===== config.mk =====
export PLATFORM = sky130hd
export DESIGN_NAME = nvp_ctrl
export DESIGN_NICKNAME = d
export VERILOG_FILES = /design/src/nvp_pkg.sv /design/src/nvp_ctrl.sv
export SDC_FILE = /design/constraint.sdc
export NUM_CORES = 1
export LEC_CHECK = 0
export BUFFER_PORTS_ARGS = -buffer_cell sky130_fd_sc_hd__buf_2
export CAP_MARGIN = 20
export CORE_ASPECT_RATIO = 1.4
export CORE_MARGIN = 2
export CORE_UTILIZATION = 60
export DETAILED_ROUTE_END_ITERATION = 16
export PLACE_DENSITY = 0.79
export SLEW_MARGIN = 20
export SYNTH_ARGS = -nofsm -noshare
export SYNTH_HDL_FRONTEND = slang
export SYNTH_SLANG_ARGS = --single-unit
export TNS_END_PERCENT = 50

===== constraint.sdc =====
create_clock -name pclk -period 3.1 [get_ports pclk]
set_clock_uncertainty 0.15 [all_clocks]
set_input_delay 0.31 -clock pclk [delete_from_list [all_inputs] [get_ports pclk]]
set_output_delay 0.31 -clock pclk [all_outputs]
set_load 0.02 [all_outputs]

===== src/nvp_pkg.sv =====
// Shared constants, types and state record of the nonvolatile program and erase controller.
package nvp_pkg;

    ////////////////////////////////////////////////////////////////////////////////////////////
    // Register indices; the byte address on the bus is four times the index.
    localparam logic [15:0] IDX_CONTROL = 16'h0760;
    localparam logic [15:0] IDX_ADDR_LO = 16'h0762;
    localparam logic [15:0] IDX_ADDR_HI = 16'h0764;
    localparam logic [15:0] IDX_KEY     = 16'h0766;
    localparam logic [15:0] IDX_STATUS  = 16'h0768;

    // Control register field positions.
    localparam int CTL_GO_BIT    = 15;
    localparam int CTL_WRITE_ENABLE_BIT_BIT  = 14;
    localparam int CTL_FAULT_BIT = 13;
    localparam int CTL_TIMED_BIT = 8;
    localparam int CTL_OP_MSB    = 6;

    // Status register field positions.
    localparam int STS_DONE_BIT  = 0;
    localparam int STS_BUSY_BIT  = 1;
    localparam int STS_STALL_BIT = 2;

    // Unlock key values.
    localparam logic [7:0] KEY_FIRST  = 8'h55;
    localparam logic [7:0] KEY_SECOND = 8'hAA;

    // Operation codes held in the operation select field.
    localparam logic [6:0] OP_FLASH_ROW_ERASE = 7'h41;
    localparam logic [6:0] OP_FLASH_ROW_PROG  = 7'h01;
    localparam logic [6:0] OP_EE_BLOCK_ERASE  = 7'h45;
    localparam logic [6:0] OP_EE_WORD_ERASE   = 7'h44;
    localparam logic [6:0] OP_EE_BLOCK_PROG   = 7'h05;
    localparam logic [6:0] OP_EE_WORD_PROG    = 7'h04;
    localparam int OP_ERASE_BIT  = 6;
    localparam int OP_EEPROM_BIT = 2;
    localparam int OP_MULTI_BIT  = 0;

    // Memory geometry.
    localparam int          ROW_WORDS    = 32;
    localparam int          LATCH_W      = 24;
    localparam logic [23:0] EE_FIRST     = 24'h7FFC00;
    localparam logic [23:0] EE_LAST      = 24'h7FFFFE;
    localparam logic [23:0] ROW_MASK     = 24'hFFFFC0;
    localparam logic [23:0] EE_BLK_MASK  = 24'hFFFFE0;
    localparam logic [23:0] WORD_MASK    = 24'hFFFFFE;
    localparam logic [15:0] EE_BUSY_READ = 16'hFFFF;

    // Cycle timing.
    localparam int WRITE_TIME_US = 2000;
    localparam int CLK_MHZ       = 10;
    localparam int WRITE_CYCLES  = WRITE_TIME_US * CLK_MHZ;

    ////////////////////////////////////////////////////////////////////////////////////////////
    typedef enum logic [1:0] {TBL_NONE, TBL_WRITE_LOW, TBL_WRITE_HIGH, TBL_READ_LOW} nvp_tbl_op_t;
    typedef enum logic [1:0] {KEY_IDLE, KEY_GOT_FIRST, KEY_ARMED} nvp_key_t;

    typedef struct packed {
        nvp_tbl_op_t op;
        logic [23:0] addr;
        logic [15:0] wdata;
    } nvp_tbl_req_t;

    typedef struct packed {
        logic        valid;
        logic [15:0] rdata;
    } nvp_tbl_rsp_t;

    typedef struct packed {
        logic        start;
        logic        erase;
        logic        eeprom;
        logic        multi;
        logic [23:0] addr;
    } nvp_arr_cmd_t;

    typedef struct packed {
        logic                                 go;
        logic                                 write_enable_bit;
        logic                                 fault;
        logic                                 timed;
        logic [6:0]                           op;
        logic [15:0]                          adr_lo;
        logic [7:0]                           adr_hi;
        nvp_key_t                             key;
        logic [23:0]                          timer;
        logic                                 done;
        nvp_arr_cmd_t                         cmd;
        nvp_tbl_rsp_t                         rsp;
        logic [LATCH_W-1:0]                   lat_data;
        logic [31:0]                          prdata;
        logic                                 pslverr;
        logic [ROW_WORDS-1:0][LATCH_W-1:0]    latch;
    } nvp_state_t;

endpackage : nvp_pkg


===== src/nvp_ctrl.sv =====
// Program flash and data EEPROM program and erase controller with an APB register slave.
//
// How it works
// - Program flash is erased and programmed one 32-word row at a time.
// - A cycle starts only after key 0x55, then 0xAA, then setting go.
// - The processor is stalled while a program flash cycle runs.
// - The go bit clears itself when the cycle completes.
// - Ninety-six bytes of row latches are filled by low and high table writes.
// - A high table write stores only the low byte of its operand.
// - Control value 0x4041 selects a program flash row erase with writes enabled.
// - Control value 0x4045 selects a data EEPROM block erase with writes enabled.
// - Data EEPROM holds 512 words from 0x7FFC00 to 0x7FFFFE.
// - Data EEPROM supports single-word and 16-word block operations.
// - EEPROM cycles do not stall the processor.
// - EEPROM reads during an EEPROM cycle return 0xFFFF.
// - Software can set the go bit but never clear it.
// - The write enable bit permits writes and is zero after power-up.
// - A master clear or watchdog reset during a write sets the fault bit.
// - The low address register survives such a reset.
// - Completion sets the done flag, which only software or a master clear or watchdog reset clears.
// - A low table read returns the word at the current program address.
// - A write starts only if key writes and go come in exact order.
// - Go cannot be set unless write enable was set by an earlier write.
// - Hardware clears write enable only on a master clear or watchdog reset; clearing it does not stop a cycle.
//
// Chosen here: the APB interface to the registers.
`timescale 1ns/1ns
`default_nettype none

module nvp_ctrl #(
    parameter int WRITE_CYCLES = nvp_pkg::WRITE_CYCLES
) (
    input  wire logic                        pclk,
    input  wire logic                        presetn,
    input  wire logic                        master_clear_pin_rst,
    input  wire logic                        watchdog_timer_rst,
    input  wire logic                        psel,
    input  wire logic                        penable,
    input  wire logic                        pwrite,
    input  wire logic [15:0]                 paddr,
    input  wire logic [31:0]                 pwdata,
    output logic                             pready,
    output logic [31:0]                      prdata,
    output logic                             pslverr,
    input  wire nvp_pkg::nvp_tbl_req_t       tbl_req,
    output nvp_pkg::nvp_tbl_rsp_t            tbl_rsp,
    output logic [23:0]                      arr_rd_addr,
    input  wire logic [15:0]                 arr_rd_data,
    output nvp_pkg::nvp_arr_cmd_t            arr_cmd,
    input  wire logic [4:0]                  arr_latch_idx,
    output logic [nvp_pkg::LATCH_W-1:0]      arr_latch_data,
    output logic                             cpu_stall,
    output logic                             nvm_done_flag
);

    ////////////////////////////////////////////////////////////////////////////////////////////
    // Decoding helpers.

    function automatic logic reg_hit(input logic [15:0] a, input logic [15:0] idx);
        reg_hit = (a == {idx[13:0], 2'b00});
    endfunction : reg_hit

    function automatic logic op_legal(input logic [6:0] op);
        op_legal = (op == nvp_pkg::OP_FLASH_ROW_ERASE) || (op == nvp_pkg::OP_FLASH_ROW_PROG)
                || (op == nvp_pkg::OP_EE_BLOCK_ERASE) || (op == nvp_pkg::OP_EE_WORD_ERASE)
                || (op == nvp_pkg::OP_EE_BLOCK_PROG) || (op == nvp_pkg::OP_EE_WORD_PROG);
    endfunction : op_legal

    function automatic logic in_eeprom(input logic [23:0] a);
        in_eeprom = (a >= nvp_pkg::EE_FIRST) && (a <= nvp_pkg::EE_LAST);
    endfunction : in_eeprom

    function automatic logic [23:0] align(input logic [6:0] op, input logic [23:0] a);
        if (!op[nvp_pkg::OP_EEPROM_BIT]) begin
            align = a & nvp_pkg::ROW_MASK;
        end else if (op[nvp_pkg::OP_MULTI_BIT]) begin
            align = a & nvp_pkg::EE_BLK_MASK;
        end else begin
            align = a & nvp_pkg::WORD_MASK;
        end
    endfunction : align

    ////////////////////////////////////////////////////////////////////////////////////////////
    // State and access qualifiers.

    localparam logic [23:0] CYCLE_LAST = 24'(WRITE_CYCLES - 1);

    nvp_pkg::nvp_state_t s_q;
    nvp_pkg::nvp_state_t s_d;

    logic        setup;
    logic        access;
    logic        bus_wr;
    logic        hit_ctl;
    logic        hit_lo;
    logic        hit_hi;
    logic        hit_key;
    logic        hit_sts;
    logic        hit_any;
    logic [4:0]  tbl_idx;
    logic [6:0]  new_op;
    logic        key_wr;
    logic        go_req;

    assign setup   = psel && !penable;
    assign access  = psel && penable;
    assign bus_wr  = access && pwrite;
    assign hit_ctl = reg_hit(paddr, nvp_pkg::IDX_CONTROL);
    assign hit_lo  = reg_hit(paddr, nvp_pkg::IDX_ADDR_LO);
    assign hit_hi  = reg_hit(paddr, nvp_pkg::IDX_ADDR_HI);
    assign hit_key = reg_hit(paddr, nvp_pkg::IDX_KEY);
    assign hit_sts = reg_hit(paddr, nvp_pkg::IDX_STATUS);
    assign hit_any = hit_ctl || hit_lo || hit_hi || hit_key || hit_sts;
    assign tbl_idx = tbl_req.addr[5:1];
    assign new_op  = pwdata[nvp_pkg::CTL_OP_MSB:0];
    assign key_wr  = bus_wr && hit_key;

    assign go_req  = bus_wr && hit_ctl && pwdata[nvp_pkg::CTL_GO_BIT] && !s_q.go
                  && s_q.write_enable_bit && (s_q.key == nvp_pkg::KEY_ARMED) && op_legal(new_op);

    ////////////////////////////////////////////////////////////////////////////////////////////
    // Next-state logic.

    always_comb begin
        s_d = s_q;
        s_d.cmd.start = 1'b0;
        s_d.rsp.valid = 1'b0;
        s_d.lat_data  = s_q.latch[arr_latch_idx];

        // disarm on any other bus access, to any register
        if (access) begin
            unique case (s_q.key)
                nvp_pkg::KEY_IDLE: begin
                    s_d.key = (key_wr && pwdata[7:0] == nvp_pkg::KEY_FIRST)
                            ? nvp_pkg::KEY_GOT_FIRST : nvp_pkg::KEY_IDLE;
                end
                nvp_pkg::KEY_GOT_FIRST: begin
                    if (key_wr && pwdata[7:0] == nvp_pkg::KEY_SECOND) begin
                        s_d.key = nvp_pkg::KEY_ARMED;
                    end else if (key_wr && pwdata[7:0] == nvp_pkg::KEY_FIRST) begin
                        s_d.key = nvp_pkg::KEY_GOT_FIRST;
                    end else begin
                        s_d.key = nvp_pkg::KEY_IDLE;
                    end
                end
                nvp_pkg::KEY_ARMED: begin
                    s_d.key = nvp_pkg::KEY_IDLE;
                end
                default: begin
                    s_d.key = nvp_pkg::KEY_IDLE;
                end
            endcase
        end

        // Control register write.
        if (bus_wr && hit_ctl) begin
            // write enable changes only by software or by a master clear or watchdog reset
            s_d.write_enable_bit  = pwdata[nvp_pkg::CTL_WRITE_ENABLE_BIT_BIT];
            s_d.fault = s_q.fault && pwdata[nvp_pkg::CTL_FAULT_BIT];
            if (!s_q.go) begin
                s_d.op    = new_op;
                s_d.timed = pwdata[nvp_pkg::CTL_TIMED_BIT];
            end
        end

        if (go_req) begin
            s_d.go          = 1'b1;
            s_d.timer       = CYCLE_LAST;
            s_d.cmd.start   = 1'b1;
            s_d.cmd.erase   = new_op[nvp_pkg::OP_ERASE_BIT];
            s_d.cmd.eeprom  = new_op[nvp_pkg::OP_EEPROM_BIT];
            s_d.cmd.multi   = new_op[nvp_pkg::OP_MULTI_BIT];
            s_d.cmd.addr    = align(new_op, {s_q.adr_hi, s_q.adr_lo});
        end

        if (bus_wr && hit_lo) begin
            s_d.adr_lo = pwdata[15:0];
        end
        if (bus_wr && hit_hi) begin
            s_d.adr_hi = pwdata[7:0];
        end

        if (bus_wr && hit_sts && pwdata[nvp_pkg::STS_DONE_BIT]) begin
            s_d.done = 1'b0;
        end

        if (s_q.go) begin
            if (s_q.timer == '0) begin
                s_d.go   = 1'b0;
                s_d.done = 1'b1;
            end else begin
                s_d.timer = s_q.timer - 24'h000001;
            end
        end

        // Table accesses; the address of the last one is captured.
        if (tbl_req.op != nvp_pkg::TBL_NONE) begin
            s_d.adr_lo = tbl_req.addr[15:0];
            s_d.adr_hi = tbl_req.addr[23:16];
        end
        unique case (tbl_req.op)
            nvp_pkg::TBL_WRITE_LOW: begin
                s_d.latch[tbl_idx][15:0] = tbl_req.wdata;
            end
            nvp_pkg::TBL_WRITE_HIGH: begin
                s_d.latch[tbl_idx][23:16] = tbl_req.wdata[7:0];
            end
            nvp_pkg::TBL_READ_LOW: begin
                s_d.rsp.valid = 1'b1;
                if (s_q.go && s_q.cmd.eeprom && in_eeprom(tbl_req.addr)) begin
                    s_d.rsp.rdata = nvp_pkg::EE_BUSY_READ;
                end else begin
                    s_d.rsp.rdata = arr_rd_data;
                end
            end
            nvp_pkg::TBL_NONE: begin
            end
        endcase

        // Bus read data is captured in the setup cycle.
        if (setup) begin
            s_d.pslverr = !hit_any;
            s_d.prdata  = '0;
            if (!pwrite && hit_ctl) begin
                s_d.prdata[nvp_pkg::CTL_GO_BIT]        = s_q.go;
                s_d.prdata[nvp_pkg::CTL_WRITE_ENABLE_BIT_BIT]      = s_q.write_enable_bit;
                s_d.prdata[nvp_pkg::CTL_FAULT_BIT]     = s_q.fault;
                s_d.prdata[nvp_pkg::CTL_TIMED_BIT]     = s_q.timed;
                s_d.prdata[nvp_pkg::CTL_OP_MSB:0]      = s_q.op;
            end else if (!pwrite && hit_lo) begin
                s_d.prdata[15:0] = s_q.adr_lo;
            end else if (!pwrite && hit_hi) begin
                s_d.prdata[7:0] = s_q.adr_hi;
            end else if (!pwrite && hit_sts) begin
                s_d.prdata[nvp_pkg::STS_DONE_BIT]  = s_q.done;
                s_d.prdata[nvp_pkg::STS_BUSY_BIT]  = s_q.go;
                s_d.prdata[nvp_pkg::STS_STALL_BIT] = s_q.go && !s_q.cmd.eeprom;
            end
        end

        if (master_clear_pin_rst || watchdog_timer_rst) begin
            s_d        = '0;
            s_d.fault  = s_q.go;
            s_d.adr_lo = s_q.adr_lo;
            s_d.adr_hi = s_q.adr_hi;
            s_d.latch  = s_q.latch;
        end
    end

    ////////////////////////////////////////////////////////////////////////////////////////////
    // State register.

    always_ff @(posedge pclk or negedge presetn) begin
        if (!presetn) begin
            s_q <= '0;
        end else begin
            s_q <= s_d;
        end
    end

    ////////////////////////////////////////////////////////////////////////////////////////////
    // Outputs.

    assign pready         = access;
    assign prdata         = s_q.prdata;
    assign pslverr        = access && s_q.pslverr;
    assign tbl_rsp        = s_q.rsp;
    assign arr_rd_addr    = tbl_req.addr;
    assign arr_cmd        = s_q.cmd;
    assign arr_latch_data = s_q.lat_data;
    assign cpu_stall      = s_q.go && !s_q.cmd.eeprom;
    assign nvm_done_flag  = s_q.done;

endmodule : nvp_ctrl

`default_nettype wire


==> results of run 1 <==
-- through the flow --
step | setup WS (ns) | hold WS [ns]
2_1_floorplan | 0.7811 | -0.1356
3_3_place_gp | 0.2934 | 0.1310
3_5_place_dp | 0.2584 | 0.1397
4_1_cts | 0.03354 | 0.009164
5_1_grt | 0.04728 | 0.04319
6_report | 0.1360 | 0.02475
-- cells in the mapped netlist (5+ instances only) --
master     number
or3_1          22
a21oi_1        23
o21ai_0        18
a221o_1         8
o31ai_1         5
clkbuf_1      151
a22oi_1         5
buf_2          56
mux4_2        216
or4_1           5
dfrtp_1       915
nor3_1         19
buf_1          11
a22o_1         37
nor2b_1        58
mux2i_1        13
and2_1         11
a2bb2oi_1       5
nor4_1         33
nor2_1         48
inv_1          14
a21o_1          7
nand4_1        11
nand2_1        45
o2bb2ai_1       5
a31oi_1         5
nor2_2         16
o21a_1          7
o221a_2        26
and3_1          5
nand3_1        21
a211oi_1       24
o22ai_1        27
buf_4         133
mux2_2        768
nand2_2        24
-- path summary, 6_finish.rpt --
check,slack [ns],cells after the start,to
max,0.14,8,s_q[902]
min reg2reg,0.32,2,prdata[13]
max reg2reg,0.28,7,s_q[874]
min,0.02,3,arr_latch_data[7]
max in group asynchronous,1.71,4,s_q[125]
min in group asynchronous,0.06,2,s_q[928]
-- per-layer routing --
layer,vias to the layer above,GRT usage,part of all wire
li1,10830,-,-
met1,13800,0.3642,0.38
met2,858,0.5212,0.52
met3,281,0.04164,0.046
met4,2,0.1396,0.048
met5,-,0,0.00011
-- layout make-up --
| class | count | area share |
|---|---|---|
| clock buffer | 123 | 0.05340 |
| clock inverter | 36 | 0.008462 |
| inverter | 14 | 0.001104 |
| multi-input combinational | 1599 | 0.3700 |
| sequential | 915 | 0.4809 |
| tap | 936 | 0.02460 |
| timing repair buffer | 401 | 0.06147 |
-- cell families after synthesis --
logic type	Yosys count	synth area share
muxes	997	0.3221
DFF	915	0.5405
buffers and inverters	365	0.04578
and+or+nand+nor	360	0.04980
AOI/OAI and AO/OA	215	0.03934
xor gates and xnor gates	6	0.001241
adders and majority gates	4	0.001181
other	1	0.00008852
-- where the power goes --
group	total (W)	leakage (nW)	switching, W	internal, W
Combinational	0.00242	9.21	0.00124	0.00118
Clock	0.0110	1.46	0.00464	0.00632
Sequential	0.0130	12.6	0.000377	0.0126
-- flip-flops by register name, summed over array words and instances, names as in the netlist --
register        count
prdata             16
nvm_done_flag       1
s_q               830
arr_latch_data     24
tbl_rsp            17
arr_cmd            27
-- critical path, stage by stage --
cell           delay [ns]
dlygate4sd3_1        0.53
buf_2                0.14
or2_2                0.35
buf_4                0.24
nor3_2               0.44
a21oi_1              0.32
a221o_1              0.43
dlygate4sd3_1        0.57
-- timing repair --
item | CTS | global route
hold endpoints to repair | 362 | 0
hold buffers | 61 | 0
resized for setup | 0 | 2
setup endpoints to repair | 0 | 10
-- cells in the final DEF (no fill, tap or decap), drive strengths merged, types with 35 or more instances in the layout --
cell and count:
mux2 768, a22o 37, nand2 69, nor2 64
nor2b 58, nor4 35, buf 339, dfrtp 915
clkbuf 124, mux4 216, dlygate4sd3 61
==> results.toml, run 1 <==
[status]
outcome = "complete, no violations"

[clock_network]
cts_root_buffer = "clkbuf_16"
path_clk_slew_ns = 0.06
cts_setup_buffers = 0
clock_latency_ns = 0.65
cts_sinks = 915
cts_buffers = 86
cts_tree = "done"
cts_buffer_depth = 3
htree_levels = 3

[floorplanning]
io_pins = 247
fp.dieArea_um2 = 72780
die_w_um = 228.6
core_area_um2 = 70070
fp.dieH_um = 318.4
start_util = 0.6045
rows = 115

[place]
placed_area_um2 = 44030
dp_cells = 3804
dpl.hpwl_um = 68790
gp_congestion = 0.9211
port_buffers = 213

[layout]
multi_input_area_um2 = 17620
final_util = 0.6794
drive_gt1_frac = 0.5049
seq_area_um2 = 22900
fill_cells = 4684
area.growth.synth_to_final_pct = 12.39
fin_cells = 4024
design_area_um2 = 47610
num_antenna_cells = 0
fin_nets = 3139

[synth]
synth_edf_count = 0
synthesis.area_um2 = 42360
synthFlopType = "dfrtp_1"
synth_cells = 2863
synth.area.top_cells = "dfrtp_1, mux2_2, mux4_2, buf_4, clkbuf_1"
ys_seq_elements = 915
avgSynthCellArea_um2 = 14.80
yosysUniqueCellTypes = 69
synth.largest_area_cell = "dfrtp_1"
yosys_warnings = 0
yosysSeqAreaShare = 0.5405
synth-async-reset-ratio = 1.000
synth_top_area_share = 0.5405

[pwr]
peakVddDrop_mv = 0.5715
p_leak_nw = 23.24
power_w = 0.02636
p_per_area_nw_per_um2 = 553.6

[sta]
fin_setup_tns_ns = 0
slew_headroom = 0.4777
setup-violations-final = 0
min_period_over_period = 0.9561
rsz0062_at_grt = "false"
slew_viol_final = 0
period_needed_ns = 2.964
fmax_mhz = 337.4
finalHoldViolations = 0
worst_pin_slew_ns = 0.7834

[critical_path]
start_kind = "primary input"
critical_path_class = "in2reg"
startpoint = "watchdog_timer_rst"
crit_fanout = 13
worst_setup_path_end_kind = "register"
r2r-start = "s_q[871]"
worstPathRequired_ns = 3.46
worstPathArrival_ns = 3.33

[routing]
dr.first_iter.drc_count = 1612
drc_errors = 0
drtAntennaViolNets = 0
drt-pass1-iter-count = 5
vias = 25770
via_per_inst = 6.405
post_drt_wl_per_cell_um = 26.45
routed_wl_um = 106400

[min_path]
hp-start = "arr_latch_idx[4]"
min_path_type = "in2reg"

[global_routing]
grt_pass1_wl_um = 165300
grt_pass1_vias = 27780
grt_usage = 0.2971
antenna_found_initial = 3
grt_max_degree = 118
grt_overflow = 0

[flow_run]
max_cap_violations = 0
No activity file was read; power rests on OpenSTA's default activity.
==> run 2: changes to the inputs <==
- BUFFER_PORTS_ARGS: -buffer_cell sky130_fd_sc_hd__buf_2 -> unset
- DONT_BUFFER_PORTS: unset -> 1
- PLACE_DENSITY: 0.79 -> 0.76
- REMOVE_ABC_BUFFERS: unset -> 1
==> results.toml, run 2 (synthesis results as in run 1) <==
[pwr]
p_leak_nw = 22.19
peakVddDrop_mv = 0.4205
p_per_area_nw_per_um2 = 560.4
power_w = 0.02604

[clock_network]
path_clk_slew_ns = 0.06
cts_buffer_depth = 3
cts_tree = "done"
htree_levels = 3
cts_sinks = 915
clock_latency_ns = 0.66
cts_root_buffer = "clkbuf_16"
cts_setup_buffers = 0
cts_buffers = 89

[routing]
dr.first_iter.drc_count = 1645
post_drt_wl_per_cell_um = 27.06
drc_errors = 0
drt-pass1-iter-count = 7
drtAntennaViolNets = 0
via_per_inst = 6.492
routed_wl_um = 102600
vias = 24630

[global_routing]
grt_pass1_wl_um = 160500
grt_max_degree = 916
grt_overflow = 0
antenna_found_initial = 1
grt_pass1_vias = 27350
grt_usage = 0.2871

[sta]
period_needed_ns = 2.811
rsz0062_at_grt = "false"
finalHoldViolations = 915
fmax_mhz = 355.8
min_period_over_period = 0.9067
whs_ns = -0.7827
slew_viol_final = 815
worst_slack_ns = 0.2892
worst_pin_slew_ns = 3.231
setup-violations-final = 0
slew_headroom = -1.154

[layout]
largest_reg_flops = 830
design_area_um2 = 46460
fin_cells = 3793
top_register = "s_q"
fill_cells = 4787
final_common_cell = "dfrtp_1"
drive_gt1_frac = 0.4499
area.growth.synth_to_final_pct = 9.679
fin_nets = 2911
final_cell_mix = "dfrtp_1, mux2_2, mux4_2"

[place]
placed_area_um2 = 42160
gp_congestion = 0.9290
dp_cells = 3521
port_buffers = 0
preCtsSetupSlack_ns = 0.3569
dpl.hpwl_um = 59820

[floorplanning]
fp.dieH_um = 318.4
start_util = 0.6045
io_pins = 247
core_area_um2 = 70070
die_w_um = 228.6
rows = 115
fp.dieArea_um2 = 72780

[critical_path]
critical_path_class = "in2reg"
crit_fanout = 4
worstPathRequired_ns = 3.54
rr_worst_depth = 5
worst_setup_path_end_kind = "register"
start_kind = "primary input"
worstPathArrival_ns = 3.25

[flow_run]
max_cap_violations = 0

[min_path]
min_path_type = "in2async"

[status]
violations = "hold timing, slew limit"
outcome = "complete, but fails checks"
## run 2: changes by cell type in the layout (fill, tap and decap cells not counted), sizes merged, moves of 3 or more
cell | before | now
buf | 339 | 74
clkbuf | 124 | 129
clkinv | 21 | 18
clkinvlp | 3 | 0
dlygate4sd3 | 61 | 95
inv | 19 | 16
## run 2: worst max-delay path, stage by stage
cell and delay (ns):
dlygate4sd3_1 0.61, or4b_1 0.54, or3_1 0.35, dlygate4sd3_1 0.62, o31ai_1 0.25, dlygate4sd3_1 0.57
## run 2: path summary, 6_finish.rpt
path | start | endpoint | slack [ns]
max | penable | prdata[0] | 0.29
min | presetn | arr_cmd[13] | -0.78
max reg2reg | s_q[653] | arr_latch_data[5] | 0.38
min reg2reg | s_q[929] | prdata[13] | 0.31
max in group asynchronous | presetn | s_q[758] | 1.07
min in group pclk | arr_latch_idx[4] | arr_latch_data[3] | 0.02
## run 2: stage by stage
stage,setup TNS [ns],utilization
2_1_floorplan,-17.49,-
3_3_place_gp,0,0.6016
3_5_place_dp,0,0.6016
4_1_cts,0,0.6632
5_1_grt,0,0.6630
6_report,0,0.6630
## run 2: cell type report
class	count	area, µm²	share of cell area
Sequential cell	915	22900	0.4928
Multi-Input combinational cell	1599	17610	0.3790
Clock buffer	129	2620	0.05639
Timing Repair Buffer	170	1687	0.03630
Tap cell	936	1171	0.02521
Clock inverter	29	422.9	0.009102
Inverter	14	52.55	0.001131
Antenna cell	1	2.502	0.00005386
## run 2: layer usage
metal,vias up,global-route usage,routed length (µm)
met4,0,0.1489,5463
met2,872,0.5075,53670
met5,-,0,0
met3,289,0.04271,4982
met1,13080,0.3406,38530
li1,10380,-,-
## run 2: timing repair
item                                    in CTS  in global routing
endpoints found under the setup margin       0                  1
hold endpoints to repair                  1787                917
gates resized for setup                      0                  1
hold buffers                               111                  2
## run 2: where the power goes
part	switching (W)	internal (W)	leakage, nW	total [W]
combinational	0.000720	0.00108	8.13	0.00180
sequential	0.000385	0.0126	12.6	0.0130
clock	0.00462	0.00662	1.51	0.0112
total	0.00573	0.0203	22.2	0.0260
